[src/rtl/wcw_pkg.sv]
// Purpose: Shared constants, types and lookups of the countdown watchdog.
// Assumes: The system clock is the oscillator clock that feeds the prescaler.
// Notes:   Offsets are byte addresses on a 32-bit classic Wishbone slave.

package wcw_pkg;

  // ---------------------------------------------------------------------
  // Timing
  // ---------------------------------------------------------------------
  localparam int CLK_PERIOD_NS = 20;
  localparam int RST_PULSE_NS = 500;
  localparam int RST_PULSE_CYC = (RST_PULSE_NS / CLK_PERIOD_NS < 1) ? 1 :
                                 RST_PULSE_NS / CLK_PERIOD_NS;
  localparam int DEC_PERIOD_CYC_DEF = 16384;
  localparam int PERIOD_TICKS = 256;
  localparam int SHORT_BASE_TICKS = 192;
  localparam int MIN_LSB = 35;
  localparam int STEP_ACC = 4;

  // ---------------------------------------------------------------------
  // Register map and fields
  // ---------------------------------------------------------------------
  localparam logic [3:0] ADR_CTRL = 4'h0;
  localparam logic [3:0] ADR_STAT = 4'h4;
  localparam logic [7:0] CTRL_RESET = 8'h7F;
  localparam logic [6:0] CNT_ROLL = 7'h40;
  localparam int ACT_BIT = 7;
  localparam int GUARD_BIT = 6;
  localparam int STAT_FROZEN = 0;
  localparam int STAT_ACTIVE = 1;
  localparam int STAT_HW = 2;
  localparam int STAT_SEEN = 3;

  typedef enum logic [2:0] {
    st_run = 3'b001,
    st_frozen = 3'b010,
    st_pulse = 3'b100
  } wcw_state_t;

  // Ticks added to 192 for the length of the shortened decrement period per timebase selection.
  function automatic logic [7:0] tb_lsb(input logic [1:0] sel);
    case (sel)
      2'h0: tb_lsb = 8'h3B;
      2'h1: tb_lsb = 8'h35;
      2'h2: tb_lsb = 8'h23;
      default: tb_lsb = 8'h36;
    endcase
  endfunction

  // Timebase period constant; one short period falls in every MSB/4 periods.
  function automatic logic [6:0] tb_msb(input logic [1:0] sel);
    case (sel)
      2'h0: tb_msb = 7'h04;
      2'h1: tb_msb = 7'h08;
      2'h2: tb_msb = 7'h14;
      default: tb_msb = 7'h31;
    endcase
  endfunction

endpackage

[src/rtl/wcw_top.sv]
// Purpose: Countdown watchdog with a Wishbone register port.
// Assumes: Halt, wake and option inputs come from logic on clk_i.
// Notes:   The block's own reset pulse restores the control register; the status seen bit stays set.

// Summary of operation
// - The 7-bit counter steps down once per decrement period of 16384 clocks.
// - The counter keeps running even while the watchdog is not activated.
// - An active watchdog rolling from 40h to 3Fh drives the reset pin low for 500 ns.
// - The six low counter bits set the timeout in 64 single-decrement steps.
// - The watchdog leaves every reset disabled and, once activated, only a reset clears it.
// - Writing activation set with the guard bit clear fires a reset at once.
// - Halt while active, with the halt option set and no timebase interrupt, resets.
// - The hardware watchdog option makes the watchdog active without software.
// - A counter write never disturbs the prescaler phase.
// - The prescaler phase follows the timebase selection of the clock controller.
// - One period in every MSB/4 periods is shortened to (192+LSB)x64 clocks.
// - After reset the control register reads 7Fh.
// - Halt with the timebase interrupt enabled stops counting until wake, without reset.
module wcw_top import wcw_pkg::*; #(
  parameter int DEC_PERIOD_CYC = DEC_PERIOD_CYC_DEF
) (
  input wire logic clk_i,
  input wire logic rst_i,
  input wire logic wb_cyc_i,
  input wire logic wb_stb_i,
  input wire logic wb_we_i,
  input wire logic [3:0] wb_adr_i,
  input wire logic [3:0] wb_sel_i,
  input wire logic [31:0] wb_dat_i,
  output logic [31:0] wb_dat_o,
  output logic wb_ack_o,
  input wire logic [1:0] timebase_select_i,
  input wire logic rtc_interrupt_enable_i,
  input wire logic halt_reset_option_i,
  input wire logic hw_watchdog_option_i,
  input wire logic halt_exec_i,
  input wire logic wake_i,
  output logic halt_ok_o,
  output logic reset_pin_n_o
);

  localparam int TICK_CYC = DEC_PERIOD_CYC / PERIOD_TICKS;
  localparam logic [4:0] PULSE_LAST = 5'(RST_PULSE_CYC - 1);

  wcw_state_t state_q, state_d;
  logic [6:0] cnt_q, cnt_d;
  logic act_q, act_d;
  logic [4:0] pcnt_q, pcnt_d;
  logic seen_q, seen_d;
  logic halt_ok_q, halt_ok_d;
  logic ack_q, ack_d;
  logic [31:0] rdat_q, rdat_d;

  logic dec;
  logic req;
  logic hit_ctrl;
  logic hit_stat;
  logic wr_ctrl;
  logic active_eff;
  logic fire;
  logic halt_rst;

  // ---------------------------------------------------------------------
  // Prescaler
  // ---------------------------------------------------------------------
  wcw_prescaler #(
    .TICK_CYC(TICK_CYC)
  ) u_presc (
    .clk_i(clk_i),
    .rst_i(rst_i),
    .run_i(state_q == st_run),
    .tb_sel_i(timebase_select_i),
    .dec_o(dec)
  );

  // ---------------------------------------------------------------------
  // Bus decode
  // ---------------------------------------------------------------------
  assign req = wb_cyc_i & wb_stb_i & ~ack_q;
  assign hit_ctrl = (wb_adr_i[3:2] == ADR_CTRL[3:2]);
  assign hit_stat = (wb_adr_i[3:2] == ADR_STAT[3:2]);
  // Writes are dropped while the reset pulse runs; the bus still answers.
  assign wr_ctrl = req & wb_we_i & wb_sel_i[0] & hit_ctrl & (state_q != st_pulse);

  assign active_eff = act_q | hw_watchdog_option_i;
  // A clear guard bit under an active watchdog covers both the 40h to 3Fh
  // rollover and a software write with the guard bit low.
  assign fire = active_eff & ~cnt_q[GUARD_BIT];
  assign halt_rst = halt_exec_i & active_eff & ~rtc_interrupt_enable_i
                  & halt_reset_option_i;

  always_comb begin
    ack_d = req;
    rdat_d = rdat_q;
    if (req && !wb_we_i) begin
      if (hit_ctrl) begin
        rdat_d = {24'h000000, act_q, cnt_q};
      end else if (hit_stat) begin
        rdat_d = 32'h00000000;
        rdat_d[STAT_FROZEN] = (state_q == st_frozen);
        rdat_d[STAT_ACTIVE] = active_eff;
        rdat_d[STAT_HW] = hw_watchdog_option_i;
        rdat_d[STAT_SEEN] = seen_q;
      end else begin
        rdat_d = 32'h00000000;
      end
    end
  end

  always_ff @(posedge clk_i) begin
    if (rst_i) begin
      ack_q <= 1'b0;
      rdat_q <= 32'h00000000;
    end else begin
      ack_q <= ack_d;
      rdat_q <= rdat_d;
    end
  end

  assign wb_ack_o = ack_q;
  assign wb_dat_o = rdat_q;

  // ---------------------------------------------------------------------
  // Counter and reset sequencing
  // ---------------------------------------------------------------------
  always_comb begin
    state_d = state_q;
    cnt_d = cnt_q;
    act_d = act_q;
    pcnt_d = pcnt_q;
    seen_d = seen_q;
    halt_ok_d = 1'b0;
    unique case (state_q)
      st_run: begin
        if (dec) begin
          cnt_d = cnt_q - 7'h01;
        end
        if (wr_ctrl) begin
          cnt_d = wb_dat_i[6:0];
          act_d = act_q | wb_dat_i[ACT_BIT];
        end
        if (fire || halt_rst) begin
          state_d = st_pulse;
          pcnt_d = 5'h00;
          seen_d = 1'b1;
        end else if (halt_exec_i) begin
          state_d = st_frozen;
          halt_ok_d = 1'b1;
        end
      end
      st_frozen: begin
        if (wr_ctrl) begin
          cnt_d = wb_dat_i[6:0];
          act_d = act_q | wb_dat_i[ACT_BIT];
        end
        if (fire) begin
          state_d = st_pulse;
          pcnt_d = 5'h00;
          seen_d = 1'b1;
        end else if (wake_i) begin
          state_d = st_run;
        end
      end
      st_pulse: begin
        pcnt_d = pcnt_q + 5'h01;
        if (pcnt_q == PULSE_LAST) begin
          state_d = st_run;
          cnt_d = CTRL_RESET[6:0];
          act_d = 1'b0;
        end
      end
    endcase
  end

  always_ff @(posedge clk_i) begin
    if (rst_i) begin
      state_q <= st_run;
      cnt_q <= CTRL_RESET[6:0];
      act_q <= CTRL_RESET[ACT_BIT];
      pcnt_q <= 5'h00;
      seen_q <= 1'b0;
      halt_ok_q <= 1'b0;
    end else begin
      state_q <= state_d;
      cnt_q <= cnt_d;
      act_q <= act_d;
      pcnt_q <= pcnt_d;
      seen_q <= seen_d;
      halt_ok_q <= halt_ok_d;
    end
  end

  assign reset_pin_n_o = (state_q != st_pulse);
  assign halt_ok_o = halt_ok_q;

  // ---------------------------------------------------------------------
  // Checks
  // ---------------------------------------------------------------------
  property p_reset_val;
    @(posedge clk_i)
    rst_i |=> (cnt_q == CTRL_RESET[6:0]) && !act_q && reset_pin_n_o;
  endproperty
  a_reset_val: assert property (p_reset_val) else $error("bad reset value");

  property p_dec_step;
    @(posedge clk_i) disable iff (rst_i)
    (dec && state_q == st_run && !wr_ctrl && !fire && !halt_exec_i)
      |=> cnt_q == $past(cnt_q) - 7'h01;
  endproperty
  a_dec_step: assert property (p_dec_step) else $error("counter missed a step");

  property p_free_run;
    @(posedge clk_i) disable iff (rst_i)
    (dec && !active_eff && state_q == st_run && !wr_ctrl && !halt_exec_i)
      |=> (cnt_q != $past(cnt_q)) && !act_q;
  endproperty
  a_free_run: assert property (p_free_run) else $error("idle counter stalled");

  property p_rollover;
    @(posedge clk_i) disable iff (rst_i)
    (state_q == st_run && active_eff && cnt_q == CNT_ROLL && dec && !wr_ctrl)
      |=> ##1 !reset_pin_n_o;
  endproperty
  a_rollover: assert property (p_rollover) else $error("rollover gave no reset");

  property p_pulse_len;
    @(posedge clk_i) disable iff (rst_i)
    $fell(reset_pin_n_o) |-> (!reset_pin_n_o) [*8];
  endproperty
  a_pulse_len: assert property (p_pulse_len) else $error("reset pulse too short");

  property p_write_load;
    @(posedge clk_i) disable iff (rst_i)
    wr_ctrl |=> (cnt_q == $past(wb_dat_i[6:0])) && (act_q == ($past(act_q) | $past(wb_dat_i[7])));
  endproperty
  a_write_load: assert property (p_write_load) else $error("write not loaded");

  property p_act_sticky;
    @(posedge clk_i) disable iff (rst_i)
    (act_q && state_q != st_pulse) |=> act_q;
  endproperty
  a_act_sticky: assert property (p_act_sticky) else $error("activation cleared");

  property p_sw_reset;
    @(posedge clk_i) disable iff (rst_i)
    (wr_ctrl && wb_dat_i[ACT_BIT] && !wb_dat_i[GUARD_BIT]) |=> ##1 !reset_pin_n_o;
  endproperty
  a_sw_reset: assert property (p_sw_reset) else $error("software reset missing");

  property p_halt_reset;
    @(posedge clk_i) disable iff (rst_i)
    (state_q == st_run && halt_rst) |=> !reset_pin_n_o && !halt_ok_o;
  endproperty
  a_halt_reset: assert property (p_halt_reset) else $error("halt did not reset");

  property p_hw_mode;
    @(posedge clk_i) disable iff (rst_i)
    (hw_watchdog_option_i && state_q == st_run && !cnt_q[GUARD_BIT]) |=> !reset_pin_n_o;
  endproperty
  a_hw_mode: assert property (p_hw_mode) else $error("hardware watchdog idle");

  property p_frozen;
    @(posedge clk_i) disable iff (rst_i)
    (state_q == st_frozen && !wr_ctrl && !wake_i) |=> $stable(cnt_q) && reset_pin_n_o;
  endproperty
  a_frozen: assert property (p_frozen) else $error("counter moved in halt");

  property p_active_halt;
    @(posedge clk_i) disable iff (rst_i)
    (state_q == st_run && halt_exec_i && rtc_interrupt_enable_i && !fire)
      |=> state_q == st_frozen && halt_ok_o;
  endproperty
  a_active_halt: assert property (p_active_halt) else $error("no active halt");

  property p_pulse_end;
    @(posedge clk_i) disable iff (rst_i)
    (state_q == st_pulse && pcnt_q == PULSE_LAST)
      |=> reset_pin_n_o && cnt_q == CTRL_RESET[6:0] && !act_q;
  endproperty
  a_pulse_end: assert property (p_pulse_end) else $error("pulse end not restored");

  property p_ack_once;
    @(posedge clk_i) disable iff (rst_i)
    wb_ack_o |=> !wb_ack_o;
  endproperty
  a_ack_once: assert property (p_ack_once) else $error("ack held too long");

  property p_ack_next;
    @(posedge clk_i) disable iff (rst_i)
    (wb_cyc_i && wb_stb_i && !wb_ack_o) |=> wb_ack_o;
  endproperty
  a_ack_next: assert property (p_ack_next) else $error("ack missing");

  property p_ctrl_read;
    @(posedge clk_i) disable iff (rst_i)
    (req && !wb_we_i && hit_ctrl)
      |=> wb_dat_o == {24'h000000, $past(act_q), $past(cnt_q)};
  endproperty
  a_ctrl_read: assert property (p_ctrl_read) else $error("control read wrong");

  property p_stat_read;
    @(posedge clk_i) disable iff (rst_i)
    (req && !wb_we_i && hit_stat)
      |=> wb_dat_o[STAT_HW] == $past(hw_watchdog_option_i) && wb_dat_o[STAT_ACTIVE] == $past(active_eff);
  endproperty
  a_stat_read: assert property (p_stat_read) else $error("status read wrong");

  property p_quiet;
    @(posedge clk_i) disable iff (rst_i)
    (!active_eff && state_q != st_pulse) |=> reset_pin_n_o;
  endproperty
  a_quiet: assert property (p_quiet) else $error("reset while disabled");

  property p_halt_ok_once;
    @(posedge clk_i) disable iff (rst_i)
    halt_ok_o |=> !halt_ok_o;
  endproperty
  a_halt_ok_once: assert property (p_halt_ok_once) else $error("halt accept held");

  property p_wake;
    @(posedge clk_i) disable iff (rst_i)
    (state_q == st_frozen && wake_i && !fire) |=> state_q == st_run;
  endproperty
  a_wake: assert property (p_wake) else $error("wake did not resume");

  property p_pcnt_range;
    @(posedge clk_i) disable iff (rst_i)
    (state_q == st_pulse) |-> pcnt_q <= PULSE_LAST;
  endproperty
  a_pcnt_range: assert property (p_pcnt_range) else $error("pulse counter overran");

  property p_pulse_hold;
    @(posedge clk_i) disable iff (rst_i)
    (state_q == st_pulse && pcnt_q != PULSE_LAST) |=> $stable(cnt_q) && $stable(act_q);
  endproperty
  a_pulse_hold: assert property (p_pulse_hold) else $error("state moved in pulse");

endmodule

[src/rtl/wcw_prescaler.sv]
// Purpose: Free-running prescaler that paces the watchdog counter.
// Assumes: run_i is low while the device sits in halt or active-halt and during the reset pulse.
// Notes:   Its phase is never cleared by a register write.

module wcw_prescaler import wcw_pkg::*; #(
  parameter int TICK_CYC = 64
) (
  input wire logic clk_i,
  input wire logic rst_i,
  input wire logic run_i,
  input wire logic [1:0] tb_sel_i,
  output logic dec_o
);

  localparam logic [11:0] TICK_LAST = 12'(TICK_CYC - 1);
  localparam int FULL_CYC = TICK_CYC * PERIOD_TICKS;
  localparam int SHORT_MIN_CYC = TICK_CYC * (SHORT_BASE_TICKS + MIN_LSB);

  logic [11:0] sub_q, sub_d;
  logic [8:0] per_q, per_d;
  logic [6:0] acc_q, acc_d;
  logic short_q, short_d;
  logic dec_q, dec_d;
  logic [8:0] len;
  logic [6:0] acc_n;

  // ---------------------------------------------------------------------
  // Period sequencing
  // ---------------------------------------------------------------------
  always_comb begin
    sub_d = sub_q;
    per_d = per_q;
    acc_d = acc_q;
    short_d = short_q;
    dec_d = 1'b0;
    acc_n = acc_q + 7'(STEP_ACC);
    len = short_q ? 9'(SHORT_BASE_TICKS) + {1'b0, tb_lsb(tb_sel_i)}
                  : 9'(PERIOD_TICKS);
    if (run_i) begin
      if (sub_q == TICK_LAST) begin
        sub_d = 12'h000;
        if (per_q >= len - 9'h001) begin
          per_d = 9'h000;
          dec_d = 1'b1;
          if (acc_n >= tb_msb(tb_sel_i)) begin
            short_d = 1'b1;
            acc_d = acc_n - tb_msb(tb_sel_i);
          end else begin
            short_d = 1'b0;
            acc_d = acc_n;
          end
        end else begin
          per_d = per_q + 9'h001;
        end
      end else begin
        sub_d = sub_q + 12'h001;
      end
    end
  end

  // No write input reaches this counter, so its phase is unknown to software.
  always_ff @(posedge clk_i) begin
    if (rst_i) begin
      sub_q <= 12'h000;
      per_q <= 9'h000;
      acc_q <= 7'h00;
      short_q <= 1'b0;
      dec_q <= 1'b0;
    end else begin
      sub_q <= sub_d;
      per_q <= per_d;
      acc_q <= acc_d;
      short_q <= short_d;
      dec_q <= dec_d;
    end
  end

  assign dec_o = dec_q;

  // ---------------------------------------------------------------------
  // Checks
  // ---------------------------------------------------------------------
  logic [15:0] gap_q;
  logic seen_q;

  always_ff @(posedge clk_i) begin
    if (rst_i) begin
      gap_q <= 16'h0000;
      seen_q <= 1'b0;
    end else if (dec_q) begin
      gap_q <= 16'h0000;
      seen_q <= 1'b1;
    end else if (run_i) begin
      gap_q <= gap_q + 16'h0001;
    end
  end

  property p_gap_max;
    @(posedge clk_i) disable iff (rst_i)
    dec_q |-> (32'(gap_q) <= FULL_CYC);
  endproperty
  a_gap_max: assert property (p_gap_max) else $error("decrement period too long");

  property p_gap_min;
    @(posedge clk_i) disable iff (rst_i)
    (dec_q && seen_q) |-> (32'(gap_q) + 1 >= SHORT_MIN_CYC);
  endproperty
  a_gap_min: assert property (p_gap_min) else $error("decrement period too short");

endmodule

[config.mk]
export PLATFORM = sky130hd
export DESIGN_NAME = wcw_top
export DESIGN_NICKNAME = d
export VERILOG_FILES = /design/src/rtl/wcw_pkg.sv /design/src/rtl/wcw_top.sv /design/src/rtl/wcw_prescaler.sv
export SDC_FILE = /design/constraint.sdc
export NUM_CORES = 1
export LEC_CHECK = 0
export BUFFER_PORTS_ARGS = -buffer_cell sky130_fd_sc_hd__buf_2
export CAP_MARGIN = 10
export CORE_MARGIN = 2
export CORE_UTILIZATION = 58
export DETAILED_ROUTE_END_ITERATION = 7
export PLACE_DENSITY_LB_ADDON = 0.12
export SETUP_SLACK_MARGIN = 0.15
export SYNTH_ARGS = -nofsm -noshare
export SYNTH_HDL_FRONTEND = slang
export SYNTH_SLANG_ARGS = --single-unit
[constraint.sdc]
create_clock -name clk_i -period 3.58 [get_ports clk_i]
set_input_delay 0 -clock clk_i [delete_from_list [all_inputs] [get_ports clk_i]]
set_output_delay 0 -clock clk_i [all_outputs]
set_load 0.05 [all_outputs]
# Yosys cells after proc, flatten, opt, wreduce, memory -nomap -nowiden
# Index checks and enable logic that the tools add are counted.
# op_classes
addsub	8
multipliers	0
div	0
n_lt_le_gt_ge	2
eq_ne	17
shift	0
mux	38
n_bitwise	17
n_reduce_logical	16
# op_table
operator	n
$mux 7	12
$pmux 5 s3	2
$pmux 7 s3	1
$mux 9	2
$pmux 6 s3	1
$mux 3	5
$add 12x1->12 const B	1
$eq 12x6->1 const B	1
$mux 12	1
$ne 3x3->1 const B	4
$reduce_and 3->1	4
$and 1x1->1	10
$mux 5	2
$add 8x6->9 const A	1
$add 9x1->9 const B	1
$ge 9x9->1	1
$pmux 3 s3	1
$sub 9x1->9 const B	1
$mux 8	1
$ne 2x2->1 const B	4
$add 7x3->7 const B	1
$ge 7x7->1	1
$mux 1	7
$sub 7x1->7 const B	1
other kinds (21)	32
# totals
reg_bits	81
latchBits	0
mem_bits_rw	0
mem_bits_ro	0
out_inout_bits	35
wordCells	111
memories	0

# Longest topological paths before layout
# depth
ltp_word	16
mapped_depth	13

# By module
# From an unflattened synthesis, not the netlist that was laid out.
# hier_totals
cells_unflattened	428
hier_area_um2	3589.7
# modules_own_cells
mod	n_inst	cells_each	area_each_um2
wcw_prescaler	1	226	1869.3
wcw_top	1	202	1720.4

# Worst setup path after synthesis
# No wires, ideal clock.
# synth_path
path_kind	register -> register
from	register u_presc.short_q
to	register u_presc.acc_q[6]
t_arrival_ps	2227
required_ps	3488
path_slack_ps	1261
stages_incl_launch_ff	11
n_path_buf	1
synth_period_minus_slack_ps	2319
path_cell_list	dfxtp_1 nand2_1 ha_1 xor2_1 ha_1 a21oi_1 nor2_1 o31a_1 o31a_4 buf_6 o32ai_1
# synth_between
elab_chain_cells	4
# synth_lines
element	line_no	source
from (decl)	wcw_prescaler.sv:22	logic short_q, short_d;
from (signal assigned)	wcw_prescaler.sv:73	short_q <= short_d;
$mux 9	wcw_prescaler.sv:37	len = short_q ? 9'(SHORT_BASE_TICKS) + {1'b0, tb_lsb(tb_sel_i)}
$sub 9x1->9	wcw_prescaler.sv:42	if (per_q >= len - 9'h001) begin
$ge 9x9->1	wcw_prescaler.sv:42	
$reduce_and 3->1 (no line)	--	
to (signal assigned)	wcw_prescaler.sv:66	acc_q <= 7'h00;
to (signal assigned)	wcw_prescaler.sv:72	acc_q <= acc_d;
to (decl)	wcw_prescaler.sv:21	logic [6:0] acc_q, acc_d;
# No other way between the ends.
# A chain may end at the register's enable or synchronous reset.

# Worst setup path in the final report
# layout_path
from	register u_presc.acc_q[2]
to	register u_presc.acc_q[6]
# layout_between
elab_chain_cells	3
word_cells_on_any_way	4
# layout_lines
element	line_no	source
$add 7x3->7 (*)	wcw_prescaler.sv:36	acc_n = acc_q + 7'(STEP_ACC);
$sub 7x7->7 or $ge 7x7->1 (tied branches)	wcw_prescaler.sv:47, wcw_prescaler.sv:45	
$mux 7 (*)	wcw_prescaler.sv:45	if (acc_n >= tb_msb(tb_sel_i)) begin
# Mark *: on every way between the ends. The rest lies on a longest branch, timed or not.

==> results.yml <==
pwr:
  power_density_mw_per_mm2: 418
  vdd_drop_max_mv: 0.227
  p_leak_uw: 0.00166
clocking:
  cts_buffers: 9
  post_cts.resized_instances: 0
  cts_buffer_depth: 2
  cts_tree: "yes"
  numClockSinks: 57
  cts_setup_buffers: 0
  clkTransAtPathRegs_ns: 0.07
  h-tree-depth: 3
  clock_insertion_delay_worst_skew_ns: 0.33
  root_buffer: "clkbuf_8"
finish:
  mostFrequentLayoutCell: "dfxtp_1"
  n_antenna_cell: 0
  share_of_layout_cells_above_drive_strength_1_pct: 11.9
  final_area_mm2: 0.00390
  fill_cells: 507
  final_nets: 539
  final_core_utilization_pct: 66.3
  finalNonFillerCells: 545
  mostFrequentLayoutCells: "57 x dfxtp_1, 54 x nor2_1, 33 x nand2_1, 33 x buf_2, 25 x conb_1"
  synthToLayoutAreaGrowth_pct: 10.6
global_route:
  global_route.overflow_total: 0
  first_global_vias: 2630
  antenna_violations_before_repair: 0
  grt_start_max_net_pins: 34
  first_pass_grt_wire_length_um: 11800
  grtUsageTotal_pct: 22.6
critical_path:
  worst_setup_path_start_kind: "register"
  end_kind: "register"
  worst_r2r_endpoint: "u_presc.acc_q[6]"
  worst_r2r_path_depth: 8
  r2r_setup_slack_ns: 0.94
  critPathArrivalTime_ns: 2.89
  required_ns: 3.83
  criticalPathCategory: "reg -> reg"
  worst-path-max-fanout: 7
  r2r-start: "u_presc.acc_q[2]"
timing:
  finalSetupTns_ns: 0
  grt_setup_unrepaired: "false"
  slew-limit-headroom_pct: 51.6
  finalMaxSlewViolations: 0
  setup-violations-final: 0
  maxClockFrequency_ghz: 0.378
  worstMarginPinSlew_ns: 0.725
  clock_skew_ns: 0.00785
  min_period_over_period_pct: 73.8
  hold_violations: 0
  timing.final.crit_period_ns: 2.64
route:
  firstDrtPassIters: 4
  drt-total-wl_um: 7260
  drc: 0
  wire_per_inst_um: 13.3
  ant_nets: 0
  route.detailed.vias_per_inst: 5.51
  drtIter0Drc: 170
  dr_total_vias: 3003
synthesis:
  ys_warn_count: 0
  synth_top_cell_by_area: "dfxtp_1"
  synthesis.area_per_instance_um2: 8.22
  synth_area_mm2: 0.00353
  post-synth-top-area-fraction_pct: 32.3
  synth.top_cells.by_area: "dfxtp_1 32%, ha_1 7.4%, nor2_1 5.7%, buf_4 5.1%, xnor2_1 4.2%"
  yosys_most_used_dff: "dfxtp_1"
  synth-edff-count: 0
  syn_inst: 429
  yosysUniqueCellTypes: 61
  share_of_flip_flops_with_an_asynchronous_set_or_reset_after_synthesis_pct: 0
  number_of_register_bits_inferred_by_synthesis: 57
  proportion_of_synthesized_chip_area_in_sequential_cells_pct: 32.3
worst_hold_path:
  hp-start: "wake_i"
  whs_path_cells: 3
  min_to: "state_q[0]"
  worst_hold_path_type: "in -> reg"
run_status:
  run_status: "completed"
floorplan:
  fp.dieArea_mm2: 0.00672
  die-width_um: 82.0
  floorplan.core_area_mm2: 0.00589
  die-height_um: 82.0
  initial_utilization_pct: 59.9
  ioPinCount: 87
  rows: 28
placed_design:
  gp_routability_congestion: 0.882
  dpl_cells: 524
  port-buffer-count: 33
  place.detailed.hpwl_um: 5260
  dpl-instance-area_mm2: 0.00363
run:
  maxCapViolations: 0
-- worst max path at each step --
stage               slack [ns]          endpoint             start  cells past startpoint
floorplan                 1.26  u_presc.acc_q[6]   u_presc.short_q                     10
global placement          1.04  u_presc.acc_q[6]  u_presc.acc_q[2]                      8
detailed placement        0.98  u_presc.acc_q[6]  u_presc.acc_q[2]                      8
CTS                       0.95  u_presc.acc_q[6]  u_presc.acc_q[2]                      8
global route              0.81  u_presc.acc_q[6]  u_presc.acc_q[2]                      8
finish                    0.94  u_presc.acc_q[6]  u_presc.acc_q[2]                      8
-- final cells by class --
cell class                 instances  area (µm²)  share of cell area [%]
multi-input combinational        336        2140                    54.9
sequential                        57        1140                    29.2
timing repair buffer              39         225                    5.77
clock buffer                      13         179                    4.58
tap                               75        93.8                    2.40
inverter                          23        86.3                    2.21
clock inverter                     2        35.0                   0.898
-- state kept, by name, indices dropped and copies added, names as in the netlist --
name and cells:
wb_dat_o 8, seen_q 1, state_q 3, u_presc.sub_q 12, act_q 1, cnt_q 7
halt_ok_o 1, u_presc.per_q 9, pcnt_q 5, wb_ack_o 1, u_presc.dec_o 1, u_presc.short_q 1
u_presc.acc_q 7
-- worst max-delay path, cell delays in order (launching register included) --
cell	delay, ns
dfxtp_1	0.33
ha_1	0.22
xor2_1	0.16
ha_1	0.33
o21ai_0	0.15
nor2b_1	0.18
o311ai_2	0.61
o211ai_1	0.28
o32ai_1	0.30
-- stage by stage --
stage               total power, µW  worst slack [ns]  hold slack, ns
floorplan                       965              1.26           0.138
global placement                994              1.04           0.291
finish                         1630             0.937          0.0124
global route                   1720             0.807         0.00727
CTS                            1650             0.950        0.000436
detailed placement             1000             0.978           0.275
-- cell usage after synthesis, types with 2 or more instances --
library cell	count
nor2_1	54
o31a_1	3
nand2b_1	7
a211oi_1	3
o31ai_1	4
o21ai_0	11
a2111oi_0	2
nor4_1	4
nor4b_1	2
buf_4	24
and2_1	3
a21oi_1	24
mux2i_1	13
o211ai_1	6
inv_1	23
o2111ai_1	2
nor3b_1	4
and4_1	2
nor2b_1	2
nand2_1	33
or2_2	2
nand3_1	17
ha_1	21
o22ai_1	6
xnor2_1	17
clkbuf_1	7
xor2_1	13
a22oi_1	3
buf_6	2
a31oi_1	3
nand3b_1	2
and3_1	5
nor3_1	12
dfxtp_1	57
nand4_1	7
buf_2	4
-- logic make-up after synthesis --
logic type                 synth area share (%)
xor gates and xnor gates                   7.45
buffers and inverters                      9.50
other                                     0.106
adders and majority gates                  7.45
DFF                                        32.3
muxes                                      3.69
and+or+nand+nor                            23.5
AOI/OAI and AO/OA                          16.0
-- repair_timing --
item                                    in CTS  in global routing
endpoints found under the setup margin       0                  0
hold endpoints to repair                     7                  0
hold buffers                                 6                  0
-- power breakdown --
group / switching, µW / internal (µW) / leakage, µW / total (µW)
logic: 204 / 96.2 / 0.00109 / 300
clock network: 245 / 392 / 0.000112 / 637
registers: 30.8 / 662 / 0.000462 / 693
-- routing by layer --
metal	share of wire, %	up-vias	track usage (%)
li1	-	1542	-
met1	47	1366	28.9
met2	46	81	36.0
met3	5.0	14	6.48
met4	1.7	0	8.67
met5	0	-	0
Note: power is estimated with default switching activity, not from simulation.
